### src/ssrs_pkg.sv
// constants and carrier types for the sync signal routing select block
package ssrs_pkg;
    // bus geometry: register offsets are word indices, byte address is index times four
    localparam int          ADR_W          = 18;
    localparam logic [15:0] IDX_SEL        = 16'hfffe;
    localparam logic [15:0] IDX_MODE       = 16'hfffc;
    localparam logic [15:0] WIN_LO         = 16'hfff0;
    localparam logic [15:0] WIN_HI         = 16'hfff5;
    localparam logic [7:0]  SEL_RESET      = 8'h00;
    localparam logic [1:0]  MODE_RESET     = 2'h0;
    // field positions in timer_connection_select
    localparam int          BIT_TIMER_WIN  = 0;
    localparam int          BIT_ISGEN      = 1;
    localparam int          CLAMP_LO       = 2;
    localparam int          VERT_LO        = 4;
    localparam int          HORIZ_LO       = 6;
    // field position of the input sync mode in the mode register
    localparam int          MODE_LO        = 6;

    typedef enum logic [1:0] {
        SMODE_FEEDBACK  = 2'b00,
        SMODE_SONG      = 2'b01,
        SMODE_COMPOSITE = 2'b10,
        SMODE_SEPARATE  = 2'b11
    } ssrs_smode_t;

    // external sync pins, asynchronous to clock
    typedef struct packed {
        logic horiz_feedback_in;
        logic vert_feedback_in;
        logic composite_sync_in;
        logic horiz_sync_in;
        logic vert_sync_in;
        logic phase_detect_vert;
    } ssrs_pins_t;

    // on-chip sources, already on clock
    typedef struct packed {
        logic generated_horiz_sync;
        logic generated_vert_sync;
        logic clamp_wave_a;
        logic clamp_wave_b;
        logic clamp_wave_c;
        logic clamp_wave_d;
        logic clamp_derived_signal;
        logic fall_mod_strobe;
        logic mask_2fh;
    } ssrs_onchip_t;
endpackage

### src/ssrs_sync2.sv
// two-flop synchroniser for a vector of asynchronous levels
`timescale 1ns/1ps
module ssrs_sync2 #(
    parameter int W = 1
) (
    input  wire logic         clock,
    input  wire logic         resetn,
    input  wire logic [W-1:0] d,
    output logic      [W-1:0] q
);
    logic [W-1:0] meta_r;
    always_ff @(posedge clock or negedge resetn) begin
        if (!resetn) begin
            meta_r <= '0;
            q      <= '0;
        end else begin
            meta_r <= d;
            q      <= meta_r;
        end
    end
endmodule

### src/ssrs_top.sv
// timer connection select register and sync signal routing
//
// The Wishbone register port was left to the implementer.
`timescale 1ns/1ps
////////////////////////////////////////////////////////////////////////////////
// What this block does
// RULE1 - an 8-bit read/write selection register at index fffe resets to zero.
// RULE2 - the clamp selector codes 00 to 11 pick clamp waves a to d for the clamp output.
// RULE3 - with internal generation off the vertical selector picks one of four input versions.
// RULE4 - the versions are plain, aligned to horizontal, fall modified, and both.
// RULE5 - with internal generation on the generated vertical sync is output.
// RULE6 - with generation off, horizontal code 00 gives plain input and 01 the 2fH version.
// RULE7 - with generation off and the upper horizontal bit set the clamp-derived signal is output.
// RULE8 - with internal generation on the generated horizontal sync is output.
// RULE9 - one bit chooses generated or input-derived sync as the output source.
// RULE10 - the window bit maps timer a (0) or timer b (1) into indices fff0 to fff5.
// RULE11 - the input sync mode picks the horizontal and vertical input sources.
module ssrs_top (
    input  wire logic                      clock,
    input  wire logic                      resetn,
    input  wire logic                      wb_cyc_i,
    input  wire logic                      wb_stb_i,
    input  wire logic                      wb_we_i,
    input  wire logic [ssrs_pkg::ADR_W-1:0] wb_adr_i,
    input  wire logic [3:0]                wb_sel_i,
    input  wire logic [31:0]               wb_dat_i,
    output logic      [31:0]               wb_dat_o,
    output logic                           wb_ack_o,
    input  wire ssrs_pkg::ssrs_pins_t      pins,
    input  wire ssrs_pkg::ssrs_onchip_t    onchip,
    input  wire logic [15:0]               periph_adr,
    input  wire logic                      periph_stb,
    output logic                           timer_a_cs,
    output logic                           timer_b_cs,
    output logic                           horiz_sync_out,
    output logic                           vert_sync_out,
    output logic                           clamp_out
);
    ////////////////////////////////////////////////////////////////////////////
    // register bus
    logic [7:0]  sel_r, sel_nxt;
    logic [1:0]  mode_r, mode_nxt;
    logic        ack_nxt;
    logic [31:0] dat_nxt;
    logic [15:0] idx;
    logic        req;

    assign idx = wb_adr_i[ssrs_pkg::ADR_W-1:2];
    assign req = wb_cyc_i && wb_stb_i && !wb_ack_o;

    always_comb begin
        sel_nxt  = sel_r;
        mode_nxt = mode_r;
        ack_nxt  = req;
        dat_nxt  = 32'h0000_0000;
        if (req) begin
            // unmapped indices are acked and read as zero
            if (idx == ssrs_pkg::IDX_SEL) begin
                dat_nxt = {24'h00_0000, sel_r};
                if (wb_we_i && wb_sel_i[0]) begin
                    sel_nxt = wb_dat_i[7:0]; // RULE1
                end
            end else if (idx == ssrs_pkg::IDX_MODE) begin
                dat_nxt = {24'h00_0000, mode_r, 6'h00};
                if (wb_we_i && wb_sel_i[0]) begin
                    mode_nxt = wb_dat_i[ssrs_pkg::MODE_LO+:2];
                end
            end
        end
    end

    always_ff @(posedge clock or negedge resetn) begin
        if (!resetn) begin
            sel_r    <= ssrs_pkg::SEL_RESET; // RULE1
            mode_r   <= ssrs_pkg::MODE_RESET;
            wb_ack_o <= 1'b0;
            wb_dat_o <= 32'h0000_0000;
        end else begin
            sel_r    <= sel_nxt;
            mode_r   <= mode_nxt;
            wb_ack_o <= ack_nxt;
            wb_dat_o <= dat_nxt;
        end
    end

    ////////////////////////////////////////////////////////////////////////////
    // input selection
    ssrs_pkg::ssrs_pins_t pin_s;
    logic                 isgen;
    logic [1:0]           clamp_sel, vert_sel, horiz_sel;
    logic                 hsrc, vsrc;

    ssrs_sync2 #(
        .W ($bits(ssrs_pkg::ssrs_pins_t))
    ) u_pin_sync (
        .clock  (clock),
        .resetn (resetn),
        .d      (pins),
        .q      (pin_s)
    );

    assign isgen     = sel_r[ssrs_pkg::BIT_ISGEN];
    assign clamp_sel = sel_r[ssrs_pkg::CLAMP_LO+:2];
    assign vert_sel  = sel_r[ssrs_pkg::VERT_LO+:2];
    assign horiz_sel = sel_r[ssrs_pkg::HORIZ_LO+:2];

    always_comb begin
        case (ssrs_pkg::ssrs_smode_t'(mode_r)) // RULE11
            ssrs_pkg::SMODE_FEEDBACK: begin
                hsrc = pin_s.horiz_feedback_in;
                vsrc = pin_s.vert_feedback_in;
            end
            ssrs_pkg::SMODE_SONG: begin
                hsrc = pin_s.composite_sync_in;
                vsrc = pin_s.phase_detect_vert;
            end
            ssrs_pkg::SMODE_COMPOSITE: begin
                hsrc = pin_s.horiz_sync_in;
                vsrc = pin_s.phase_detect_vert;
            end
            ssrs_pkg::SMODE_SEPARATE: begin
                hsrc = pin_s.horiz_sync_in;
                vsrc = pin_s.vert_sync_in;
            end
            default: begin
                hsrc = 1'b0;
                vsrc = 1'b0;
            end
        endcase
    end

    ////////////////////////////////////////////////////////////////////////////
    // sync shaping and output routing
    logic hsrc_d_r, hsrc_d_nxt;
    logic v_al_r, v_al_nxt;
    logic v_fm_r, v_fm_nxt;
    logic v_fa_r, v_fa_nxt;
    logic hout_nxt, vout_nxt, clout_nxt, ta_nxt, tb_nxt;
    logic hsrc_rise, in_win;

    assign hsrc_rise = hsrc && !hsrc_d_r;
    assign in_win   = periph_adr >= ssrs_pkg::WIN_LO && periph_adr <= ssrs_pkg::WIN_HI;

    always_comb begin
        hsrc_d_nxt = hsrc;
        // alignment: vertical level is only taken at a horizontal rising edge
        v_al_nxt  = hsrc_rise ? vsrc : v_al_r; // RULE4
        // fall modification: rises with input, falls only on the timer strobe
        if (vsrc) begin
            v_fm_nxt = 1'b1; // RULE4
        end else if (onchip.fall_mod_strobe) begin
            v_fm_nxt = 1'b0;
        end else begin
            v_fm_nxt = v_fm_r;
        end
        v_fa_nxt = hsrc_rise ? v_fm_r : v_fa_r; // RULE4
        case (clamp_sel) // RULE2
            2'b00:   clout_nxt = onchip.clamp_wave_a;
            2'b01:   clout_nxt = onchip.clamp_wave_b;
            2'b10:   clout_nxt = onchip.clamp_wave_c;
            default: clout_nxt = onchip.clamp_wave_d;
        endcase
        if (isgen) begin
            vout_nxt = onchip.generated_vert_sync; // RULE5 RULE9
            hout_nxt = onchip.generated_horiz_sync; // RULE8 RULE9
        end else begin
            case (vert_sel) // RULE3
                2'b00:   vout_nxt = vsrc;
                2'b01:   vout_nxt = v_al_r;
                2'b10:   vout_nxt = v_fm_r;
                default: vout_nxt = v_fa_r;
            endcase
            case (horiz_sel)
                2'b00:   hout_nxt = hsrc; // RULE6
                2'b01:   hout_nxt = hsrc && !onchip.mask_2fh; // RULE6
                default: hout_nxt = onchip.clamp_derived_signal; // RULE7
            endcase
        end
        // chip selects registered, so timers see them one clock after the address
        ta_nxt = periph_stb && in_win && !sel_r[ssrs_pkg::BIT_TIMER_WIN]; // RULE10
        tb_nxt = periph_stb && in_win && sel_r[ssrs_pkg::BIT_TIMER_WIN]; // RULE10
    end

    always_ff @(posedge clock or negedge resetn) begin
        if (!resetn) begin
            hsrc_d_r       <= 1'b0;
            v_al_r         <= 1'b0;
            v_fm_r         <= 1'b0;
            v_fa_r         <= 1'b0;
            horiz_sync_out <= 1'b0;
            vert_sync_out  <= 1'b0;
            clamp_out      <= 1'b0;
            timer_a_cs     <= 1'b0;
            timer_b_cs     <= 1'b0;
        end else begin
            hsrc_d_r       <= hsrc_d_nxt;
            v_al_r         <= v_al_nxt;
            v_fm_r         <= v_fm_nxt;
            v_fa_r         <= v_fa_nxt;
            horiz_sync_out <= hout_nxt;
            vert_sync_out  <= vout_nxt;
            clamp_out      <= clout_nxt;
            timer_a_cs     <= ta_nxt;
            timer_b_cs     <= tb_nxt;
        end
    end
endmodule

### config.mk
export PLATFORM = sky130hd
export DESIGN_NAME = ssrs_top
export DESIGN_NICKNAME = d
export VERILOG_FILES = /design/src/ssrs_pkg.sv /design/src/ssrs_sync2.sv /design/src/ssrs_top.sv
export SDC_FILE = /design/constraint.sdc
export NUM_CORES = 1
export LEC_CHECK = 0
export BUFFER_PORTS_ARGS = -buffer_cell sky130_fd_sc_hd__buf_4
export CORE_MARGIN = 2
export CORE_UTILIZATION = 40
export DETAILED_ROUTE_END_ITERATION = 7
export PLACE_DENSITY = 0.8
export SETUP_SLACK_MARGIN = 0.05
export SYNTH_ARGS = -nofsm -noshare
export SYNTH_HDL_FRONTEND = slang
export SYNTH_SLANG_ARGS = --single-unit
### constraint.sdc
create_clock -name clock -period 3.9 [get_ports clock]
set_clock_uncertainty 0.2 [all_clocks]
set_input_delay 0.195 -clock clock [delete_from_list [all_inputs] [get_ports clock]]
set_output_delay 0.195 -clock clock [all_outputs]
set_load 0.02 [all_outputs]
==> results.ini, run 1 <==
[cells_and_area]
seqCellArea_um2=1000
area_growth_pct=46.1
insertedDiodeCount=0
fin_nets=330
drive_above_1_share_pct=41.5
fillers=347
fin_area_um2=2540
multi_input_area_um2=613

[power]
p_sw_share_pct=23.7
peakVddDrop_mv=0.259
power.share.combinational_pct=13.2
leakage_nw=1.30
switchingPower_mw=0.196
seqPwrFrac_pct=52.4
p_per_area_nw_per_um2=325
power_frac_clock_pct=34.4
intPower_mw=0.629

[sta]
max_freq_mhz=497
maxSlewViolCount=0
period_share_pct=51.6
setup_viol_count_final=0
period_needed_ns=2.01
fin_setup_tns_ns=0
rsz0062_at_grt=false
finalHoldViolCount=0

[grt]
antenna_found_initial=0
grt_pass1_wl_um=5740
grt-ovfl-total=0
track_usage_pct=14.8
grt_pass1_vias=1302
grt_max_degree=41

[critical_path]
r2r_cells=6
end_kind=register
arrival_ns=1.99
worstPathRequired_ns=3.88
reg2reg_slack_ns=1.89
worstSetupPathType=register to register
cp_max_fo=5
r2r-end=v_fa_r
startpoint=mode_r[0]
cp-start-kind=register
reg2reg_from=mode_r[0]

[run_status]
status=complete, no violations

[synth]
synthTopCellsByCount=dfrtp_1 (40), buf_4 (24), mux2_2 (12)
synth-seq-cells=40
synthFlopType=dfrtp_1
ys.warnings.count=0
synth_top_area_cell=dfrtp_1
synth_area_leaders=dfrtp_1 (58%), buf_4 (10%), mux2_2 (7.8%), ha_1 (2.9%), and2_1 (1.8%)
synthDistinctLibCells=28
synth_area_per_cell_um2=12.7
synth-edff-count=0
synth_top_area_share_pct=57.6
synth.most_common_cell=dfrtp_1
synth-async-reset-ratio_pct=100
syn_inst=137
ys_seq_area_share_pct=57.6
synth_area_um2=1740

[min_path]
whs_path_depth=3
hold_class=input port to register
min_to=wb_ack_o
hp-start=wb_cyc_i

[route]
ant_nets=0
routed_wl_um=3460
drtIter0Drc=47
via_per_inst=4.55
wire_per_inst_um=12.1
drc_errors=0
drtPass1Iterations=4
num_vias=1302

[floorplanning]
initial_core_util_pct=42.5
rows=23
io_pins=129
die_width_um=69.9
fp.dieArea_um2=4890
die_h_um=69.9
core_um2=4090

[clock_tree]
htree_num_levels=2
cts.sinks=40
holdBufCountCts=18
cts_buffers=5
clk_pin_slew_ns=0.08
cts_tree=yes
clk_path_buf_depth=2
insertion_delay_ns=0.29
post_cts_resized=0
post_cts_buffers=0
cts_root_buf=clkbuf_8

[run]
max_cap_violations=0

[place]
hpwl_um=2660
placed_cell_area_um2=2260
gp_congestion=0.747
port_buffers=74

## worst max-delay path: stages (launching register included)
cell and delay [ns]:
dfrtp_1 0.43, inv_1 0.09, ha_1 0.23, inv_1 0.08, a2bb2oi_1 0.26, nor2b_1 0.26
mux2_2 0.36
## power groups by stage
stage	combinational (mW)	clock, mW	sequential [mW]
after floorplan	0.0506	0	0.442
after global placement	0.0936	0	0.440
after detailed placement	0.0955	0	0.441
after CTS	0.110	0.294	0.432
after global routing	0.119	0.313	0.434
final	0.109	0.284	0.432
## cell type report
type | instances | area share, %
inverter | 8 | 1.18
tap | 50 | 2.46
sequential | 40 | 39.4
clock inverter | 2 | 0.591
multi-input combinational | 88 | 24.1
clock buffer | 6 | 3.25
timing repair buffer | 92 | 29.0
## cells in the final DEF, fill, tap and decap left out
master	netlist	routed
buf_4	24	74
dfrtp_1	40	40
conb_1	1	24
dlygate4sd3_1	0	18
mux2_2	12	12
inv_1	8	8
nor2_1	6	6
clkbuf_8	0	6
nand2_1	5	5
nand4_1	5	5
and2_1	5	5
o21ai_0	4	4
ha_1	4	4
a21oi_1	3	3
mux2i_1	3	3
nand4b_1	2	2
nand3_1	2	2
clkinvlp_4	0	2
a2bb2oi_1	1	1
nor4_4	1	1
and3_2	1	1
nor3_1	1	1
mux4_2	1	1
or4_1	1	1
a221o_1	1	1
o211ai_1	1	1
o31a_1	1	1
a221oi_1	1	1
and2_0	1	1
nand4_4	1	1
nor2b_1	1	1
## flip-flops by register name, indices dropped and copies added (netlist names)
| name | count |
|---|---|
| wb_ack_o | 1 |
| timer_a_cs | 1 |
| timer_b_cs | 1 |
| vert_sync_out | 1 |
| v_al_r | 1 |
| u_pin_sync.meta_r | 6 |
| v_fa_r | 1 |
| hsrc_d_r | 1 |
| wb_dat_o | 8 |
| sel_r | 8 |
| v_fm_r | 1 |
| horiz_sync_out | 1 |
| mode_r | 2 |
| clamp_out | 1 |
| u_pin_sync.q | 6 |
## metrics by stage
stage / hold WS (ns) / worst slack (ns) / utilization [%] / power, mW / std cells
after detailed placement: -0.00346 / 1.92 / 55.4 / 0.536 / 260
after floorplan: -0.301 / 2.10 / - / 0.492 / 160
after global placement: -0.0114 / 1.96 / 55.4 / 0.533 / 260
final: 0.00878 / 1.89 / 62.2 / 0.825 / 286
after CTS: 0.00225 / 1.86 / 62.2 / 0.837 / 286
after global routing: 0.0142 / 1.72 / 62.2 / 0.866 / 286
## cells by family after synthesis
group	share of synthesized area [%]
compound gates	4.54
mux	10.8
flops	57.6
simple gates	11.9
buf+inv	12.1
fa+ha+maj	2.88
other cells	0.216
## worst max-delay path by stage
| stage | slack, ns | end | depth (start not counted) |
|---|---|---|---|
| after floorplan | 2.10 | v_fa_r | 6 |
| after global placement | 1.96 | v_fa_r | 6 |
| after detailed placement | 1.92 | v_fa_r | 6 |
| after CTS | 1.86 | v_fa_r | 6 |
| after global routing | 1.72 | v_fa_r | 6 |
| final | 1.89 | v_fa_r | 6 |
## metal layers
| layer | GRT usage [%] | wire, µm | vias to the layer above |
|---|---|---|---|
| li1 | - | - | 616 |
| met1 | 16.5 | 1270 | 629 |
| met2 | 27.1 | 1930 | 53 |
| met3 | 4.76 | 228 | 4 |
| met4 | 3.85 | 28 | 0 |
| met5 | 0 | 0 | - |
No activity file was read; power rests on OpenSTA's default activity.
==> run 2: changes to the inputs <==
==> constraint.sdc (replaced) <==
create_clock -name clock -period 1.97 [get_ports clock]
set_clock_uncertainty 0.2 [all_clocks]
set_input_delay 0.0985 -clock clock [delete_from_list [all_inputs] [get_ports clock]]
set_output_delay 0.0985 -clock clock [all_outputs]
set_load 0.02 [all_outputs]
==> results.ini, run 2 (synthesized netlist as in run 1, its figures left out) <==
[run_status]
status=complete, no violations

[sta]
fin_setup_tns_ns=0  ; unchanged
holdWs_ns=0.0102  ; +0.00142 ns
period_needed_ns=1.84
max_freq_mhz=545
maxSlewViolCount=0  ; unchanged
rsz0062_at_grt=false
finalHoldViolCount=0  ; unchanged
setup_viol_count_final=0  ; unchanged
setup_ws_ns=0.135  ; -1.75 ns
period_share_pct=93.2

[clock_tree]
cts.sinks=40  ; unchanged
cts_buffers=5  ; unchanged
htree_num_levels=2  ; unchanged
clk_pin_slew_ns=0.07  ; about the same
insertion_delay_ns=0.29  ; about the same
clk_path_buf_depth=2  ; unchanged
cts_root_buf=clkbuf_8
cts_tree=yes

[critical_path]
cp_slowest_cell=dlygate4sd3_1
arrival_ns=1.81  ; -0.18 ns
path_buf_inv=2  ; unchanged
r2r-end=vert_sync_out
reg2reg_slack_ns=0.15  ; -1.74 ns
crit_chain=dlygate4sd3_1 -> buf_4 -> nand2_1 -> nor4_4 -> nand4_4 -> mux2_2
critPathTopFamily=simple AND/OR/NAND/NOR gates
worstPathRequired_ns=1.94  ; -1.94 ns
end_kind=register
worstSetupPathType=input port to register
cp_max_fo=8  ; +3
cp-start-kind=input port
r2r_cells=6  ; unchanged
cpPeakStageDelay_ns=0.52  ; +0.09 ns
startpoint=wb_stb_i
reg2reg_from=mode_r[0]

[cells_and_area]
fin_cells=307  ; +7.3%
multi_input_area_um2=639  ; +4.3%
top_regs=sel_r (8), wb_dat_o (8)
fillers=302  ; -13%
final_common_cell=buf_4
fin_nets=350  ; +6.1%
fin_area_um2=2750  ; +8.4%
drive_above_1_share_pct=41.4  ; -0.12 points
mostFrequentLayoutCells=buf_4 (77), dfrtp_1 (40), dlygate4sd3_1 (35)
seqCellArea_um2=1000  ; unchanged
fin_util_pct=67.4  ; +5.2 points
area_growth_pct=58.5

[route]
via_per_inst=4.58  ; +0.53%
num_vias=1405  ; +7.9%
drtIter0Drc=83  ; +77%
ant_nets=0  ; unchanged
drc_errors=0  ; unchanged
drtPass1Iterations=4  ; unchanged
routed_wl_um=4170  ; +21%
wire_per_inst_um=13.6  ; +12%

[place]
placed_cell_area_um2=2270  ; +0.33%
dp.cells=261  ; +0.38%
gp_congestion=0.745  ; -0.28%
hpwl_um=2680  ; +0.67%
dp_slack_ns=0.0410  ; -1.88 ns
port_buffers=74  ; unchanged

[grt]
grt-ovfl-total=0  ; unchanged
track_usage_pct=17.5  ; +2.7 points
grt_max_degree=41  ; unchanged
antenna_found_initial=1  ; +1
grt_pass1_vias=1484  ; +14%
grt_pass1_wl_um=6630  ; +16%

[power]
p_per_area_nw_per_um2=601  ; +85%
leakage_nw=1.39  ; +7.5%
finalPower_mw=1.66  ; +100%
peakVddDrop_mv=0.512  ; +98%

[floorplanning]
core_um2=4090  ; unchanged
fp.dieArea_um2=4890  ; unchanged
die_width_um=69.9  ; unchanged
die_h_um=69.9  ; unchanged
rows=23  ; unchanged
io_pins=129  ; unchanged
initial_core_util_pct=42.5  ; unchanged

[run]
max_cap_violations=0  ; unchanged

[min_path]
whs_path_depth=5  ; +2
min_to=timer_b_cs
hold_class=input port to register
hp-start=periph_adr[1]

[run 2: cell count changes in the layout (fill, tap and decap cells not counted), moves of 2 or more]
cell           change
nor2_1             -2
dlygate4sd3_1     +17
clkinvlp_4         -2
clkbuf_1           +2
o21ai_0            -2
buf_4              +3
nor2_2             +2
[run 2: area by class of cell]
type	count	area share [%]
well taps	50	2.27
repair buffers	112	33.7
diodes	1	0.0909
multi-input cells	88	23.2
clock buffers	8	3.27
flip-flops and latches	40	36.3
inverters	8	1.09
[run 2: worst max path at each step]
stage | endpoint | cells past startpoint
floorplan | v_fa_r | 6
global placement | vert_sync_out | 6
detailed placement | vert_sync_out | 6
CTS | vert_sync_out | 6
global route | horiz_sync_out | 7
finish | sel_r[2] | 6
[run 2: power by group]
group / leakage [nW] / internal [mW] / switching, mW / total [mW]
sequential: 0.513 / 0.846 / 0.0107 / 0.857
combinational: 0.836 / 0.142 / 0.109 / 0.251
clock: 0.0455 / 0.285 / 0.262 / 0.548
[run 2: metal layers]
metal,routed length (µm),up-vias,track usage (%)
li1,-,660,-
met3,286,13,4.62
met1,1490,661,18.5
met2,2240,71,32.5
met4,152,0,7.26
met5,0,-,0
[run 2: what timing repair did]
item | 4_1_cts | 5_1_grt
buffers inserted | 2 | 0
hold endpoints to repair | 66 | 0
pin swaps | 0 | 0
resized for setup | 1 | 9
hold buffers | 36 | 0
endpoints found under the setup margin | 2 | 5
[run 2: worst register-to-register path, cell delays in order, from the launching register on]
cell and delay (ns):
dfrtp_1 0.40, buf_4 0.15, ha_1 0.20, a221o_1 0.34
o21ai_2 0.09, o21ai_0 0.10, o31a_1 0.24
==> run 3: changes to the inputs <==
--- a/config.mk
+++ b/config.mk
@@ -5,11 +5,11 @@
 export SDC_FILE = /design/constraint.sdc
 export NUM_CORES = 1
 export LEC_CHECK = 0
-export BUFFER_PORTS_ARGS = -buffer_cell sky130_fd_sc_hd__buf_4
+export ABC_AREA = 1
 export CORE_MARGIN = 2
 export CORE_UTILIZATION = 40
 export DETAILED_ROUTE_END_ITERATION = 7
-export PLACE_DENSITY = 0.8
+export DONT_BUFFER_PORTS = 1
 export SETUP_SLACK_MARGIN = 0.05
 export SYNTH_ARGS = -nofsm -noshare
 export SYNTH_HDL_FRONTEND = slang
==> results.ini, run 3 <==
[run_status]
status=complete, no violations

[cells_and_area]
insertedDiodeCount=0  ; -1
final_common_cell=nand2_1
drive_above_1_share_pct=9.31  ; -32 points
fin_nets=342  ; -2.3%
area_growth_pct=20.0
top_regs=sel_r (8), wb_dat_o (8)
mostFrequentLayoutCells=nand2_1 (46), dfrtp_1 (40), dlygate4sd3_1 (32)
fin_util_pct=51.0  ; -16 points

[critical_path]
cp_max_fo=5  ; -3
end_kind=register
reg2reg_from=mode_r[0]
worstPathRequired_ns=1.93  ; about the same
critPathTopFamily=simple AND/OR/NAND/NOR gates
arrival_ns=1.65  ; -0.16 ns
cp-start-kind=register
startpoint=mode_r[0]
worstSetupPathType=register to register
path_buf_inv=2  ; unchanged
cp_slowest_cell=dfrtp_1
crit_chain=inv_1 -> ha_1 -> inv_2 -> or2_2 -> and2_4 -> nand2_1 -> o21ai_0
cpPeakStageDelay_ns=0.43  ; -0.09 ns

[synth]
synthTopCellsByCount=nand2_1 (46), dfrtp_1 (40), inv_1 (31)
ys.warnings.count=0  ; unchanged
synth.most_common_cell=nand2_1
ys_seq_area_share_pct=53.0  ; -4.6 points
synthDistinctLibCells=21  ; -25%
synth_area_per_cell_um2=9.03  ; -29%
synthFlopType=dfrtp_1
synth-edff-count=0  ; unchanged
synth-async-reset-ratio_pct=100  ; unchanged
synth_area_leaders=dfrtp_1 (53%), buf_4 (9.5%), nand2_1 (9.1%), inv_1 (6.2%), nor2_1 (4.2%)
synth-seq-cells=40  ; unchanged
synth_top_area_cell=dfrtp_1
syn_inst=209  ; +53%
synth_area_um2=1890  ; +8.6%
synth_top_area_share_pct=53.0  ; -4.6 points

[clock_tree]
holdBufCountCts=33  ; -8.3%
insertion_delay_ns=0.28  ; about the same
post_cts_buffers=0  ; -2
cts.sinks=40  ; unchanged
htree_num_levels=2  ; unchanged
cts_buffers=5  ; unchanged
cts_tree=yes
post_cts_resized=0  ; -1
clk_path_buf_depth=2  ; unchanged
clk_pin_slew_ns=0.07  ; about the same
cts_root_buf=clkbuf_8

[sta]
max_freq_mhz=591  ; +8.6%
setup_viol_count_final=0  ; unchanged
fin_setup_tns_ns=0  ; unchanged
finalHoldViolCount=0  ; unchanged
period_share_pct=85.8  ; -7.3 points
maxSlewViolCount=0  ; unchanged
rsz0062_at_grt=false
period_needed_ns=1.69  ; -0.145 ns

[route]
wire_per_inst_um=10.5  ; -23%
routed_wl_um=3130  ; -25%
drtIter0Drc=54  ; -35%
num_vias=1299  ; -7.5%
via_per_inst=4.34  ; -5.1%
ant_nets=0  ; unchanged
drc_errors=0  ; unchanged
drtPass1Iterations=4  ; unchanged

[floorplanning]
die_width_um=72.7  ; +4.0%
io_pins=129  ; unchanged
die_h_um=72.7  ; +4.0%
initial_core_util_pct=42.5  ; -0.046 points
rows=24  ; +4.3%
fp.dieArea_um2=5290  ; +8.1%
core_um2=4440  ; +8.8%

[min_path]
hp-start=wb_adr_i[3]
hold_class=input port to register

[run]
max_cap_violations=0  ; unchanged

[grt]
grt_max_degree=41  ; unchanged
grt_pass1_vias=1213  ; -18%
track_usage_pct=12.5  ; -5.0 points
grt_pass1_wl_um=5090  ; -23%
antenna_found_initial=0  ; -1
grt-ovfl-total=0  ; unchanged

[place]
hpwl_um=2180  ; -19%
port_buffers=0  ; -100%
gp_congestion=0.732  ; -1.8%

[power]
finalPower_mw=1.50  ; -9.2%
peakVddDrop_mv=0.403  ; -21%
p_per_area_nw_per_um2=663  ; +10%
leakage_nw=1.15  ; -18%

## run 3: cell count changes in the layout (fill, tap and decap cells not counted), sizes merged, moves of 2 or more
cell         before  now
mux2i             3    0
buf              77    1
and2              6    1
a21oi             3    7
nor2              6   23
inv               8   32
nand2             5   48
nand4b            2    0
nand4             6    3
dlygate4sd3      35   32
o21ai             4   16
clkbuf            8    6
mux2             12    0
nand3             2    6
## run 3: metal layers
metal	up-vias	routed length [µm]	global-route usage, %
met5	-	0	0
met1	587	1330	14.6
met2	47	1580	21.0
met4	0	29	4.73
li1	661	-	-
met3	4	198	4.42
## run 3: path summary, 6_finish.rpt
check / slack (ns) / depth (start not counted) / endpoint
max in group asynchronous: 1.29 / 2 / u_pin_sync.meta_r[4]
setup / recovery: 0.28 / 7 / v_al_r
min in group asynchronous: 0.08 / 2 / wb_dat_o[1]
hold / removal: 0.02 / 7 / mode_r[1]
setup reg to reg: 0.28 / 7 / v_al_r
hold reg to reg: 0.15 / 0 / u_pin_sync.q[2]
## run 3: final cells by class
class / instances / area, µm²
Multi-Input combinational cell: 135 / 662
Timing Repair Buffer: 33 / 340
Inverter: 32 / 120
Fill cell: 419 / 2180
Clock inverter: 1 / 5.00
Clock buffer: 6 / 72.6
Tap cell: 52 / 65.1
Sequential cell: 40 / 1000
## run 3: tightest hold or removal path, delay by kind of cell
kind / cells / cell delay [ns]
and+or+nand+nor: 7 / 0.37
## run 3: through the flow
| step | hold slack (ns) | instance area [µm²] | setup slack (ns) | cells |
|---|---|---|---|---|
| after global placement | -0.396 | 1850 | 0.283 | 259 |
| after detailed placement | -0.396 | 1850 | 0.271 | 259 |
| final | 0.0179 | 2270 | 0.279 | 299 |
| after CTS | 0.0143 | 2270 | 0.257 | 299 |
| after floorplan | -0.397 | 1970 | 0.382 | 232 |
| after global routing | 0.0776 | 2270 | 0.106 | 299 |
## run 3: power by group
group	internal [mW]	leakage, nW	switching [mW]	total (mW)
clock	0.240	0.0410	0.253	0.493
sequential	0.845	0.514	0.0145	0.860
combinational	0.0594	0.591	0.0907	0.150
total	1.15	1.15	0.358	1.50
## run 3: cells by family after synthesis
| group | synth area share, % |
|---|---|
| AND/OR/NAND/NOR | 19.2 |
| buffers and inverters | 16.5 |
| flip-flops | 53.0 |
| AO/OA/AOI/OAI | 8.42 |
| adder cells (fa/ha/maj) | 2.65 |
| other | 0.199 |
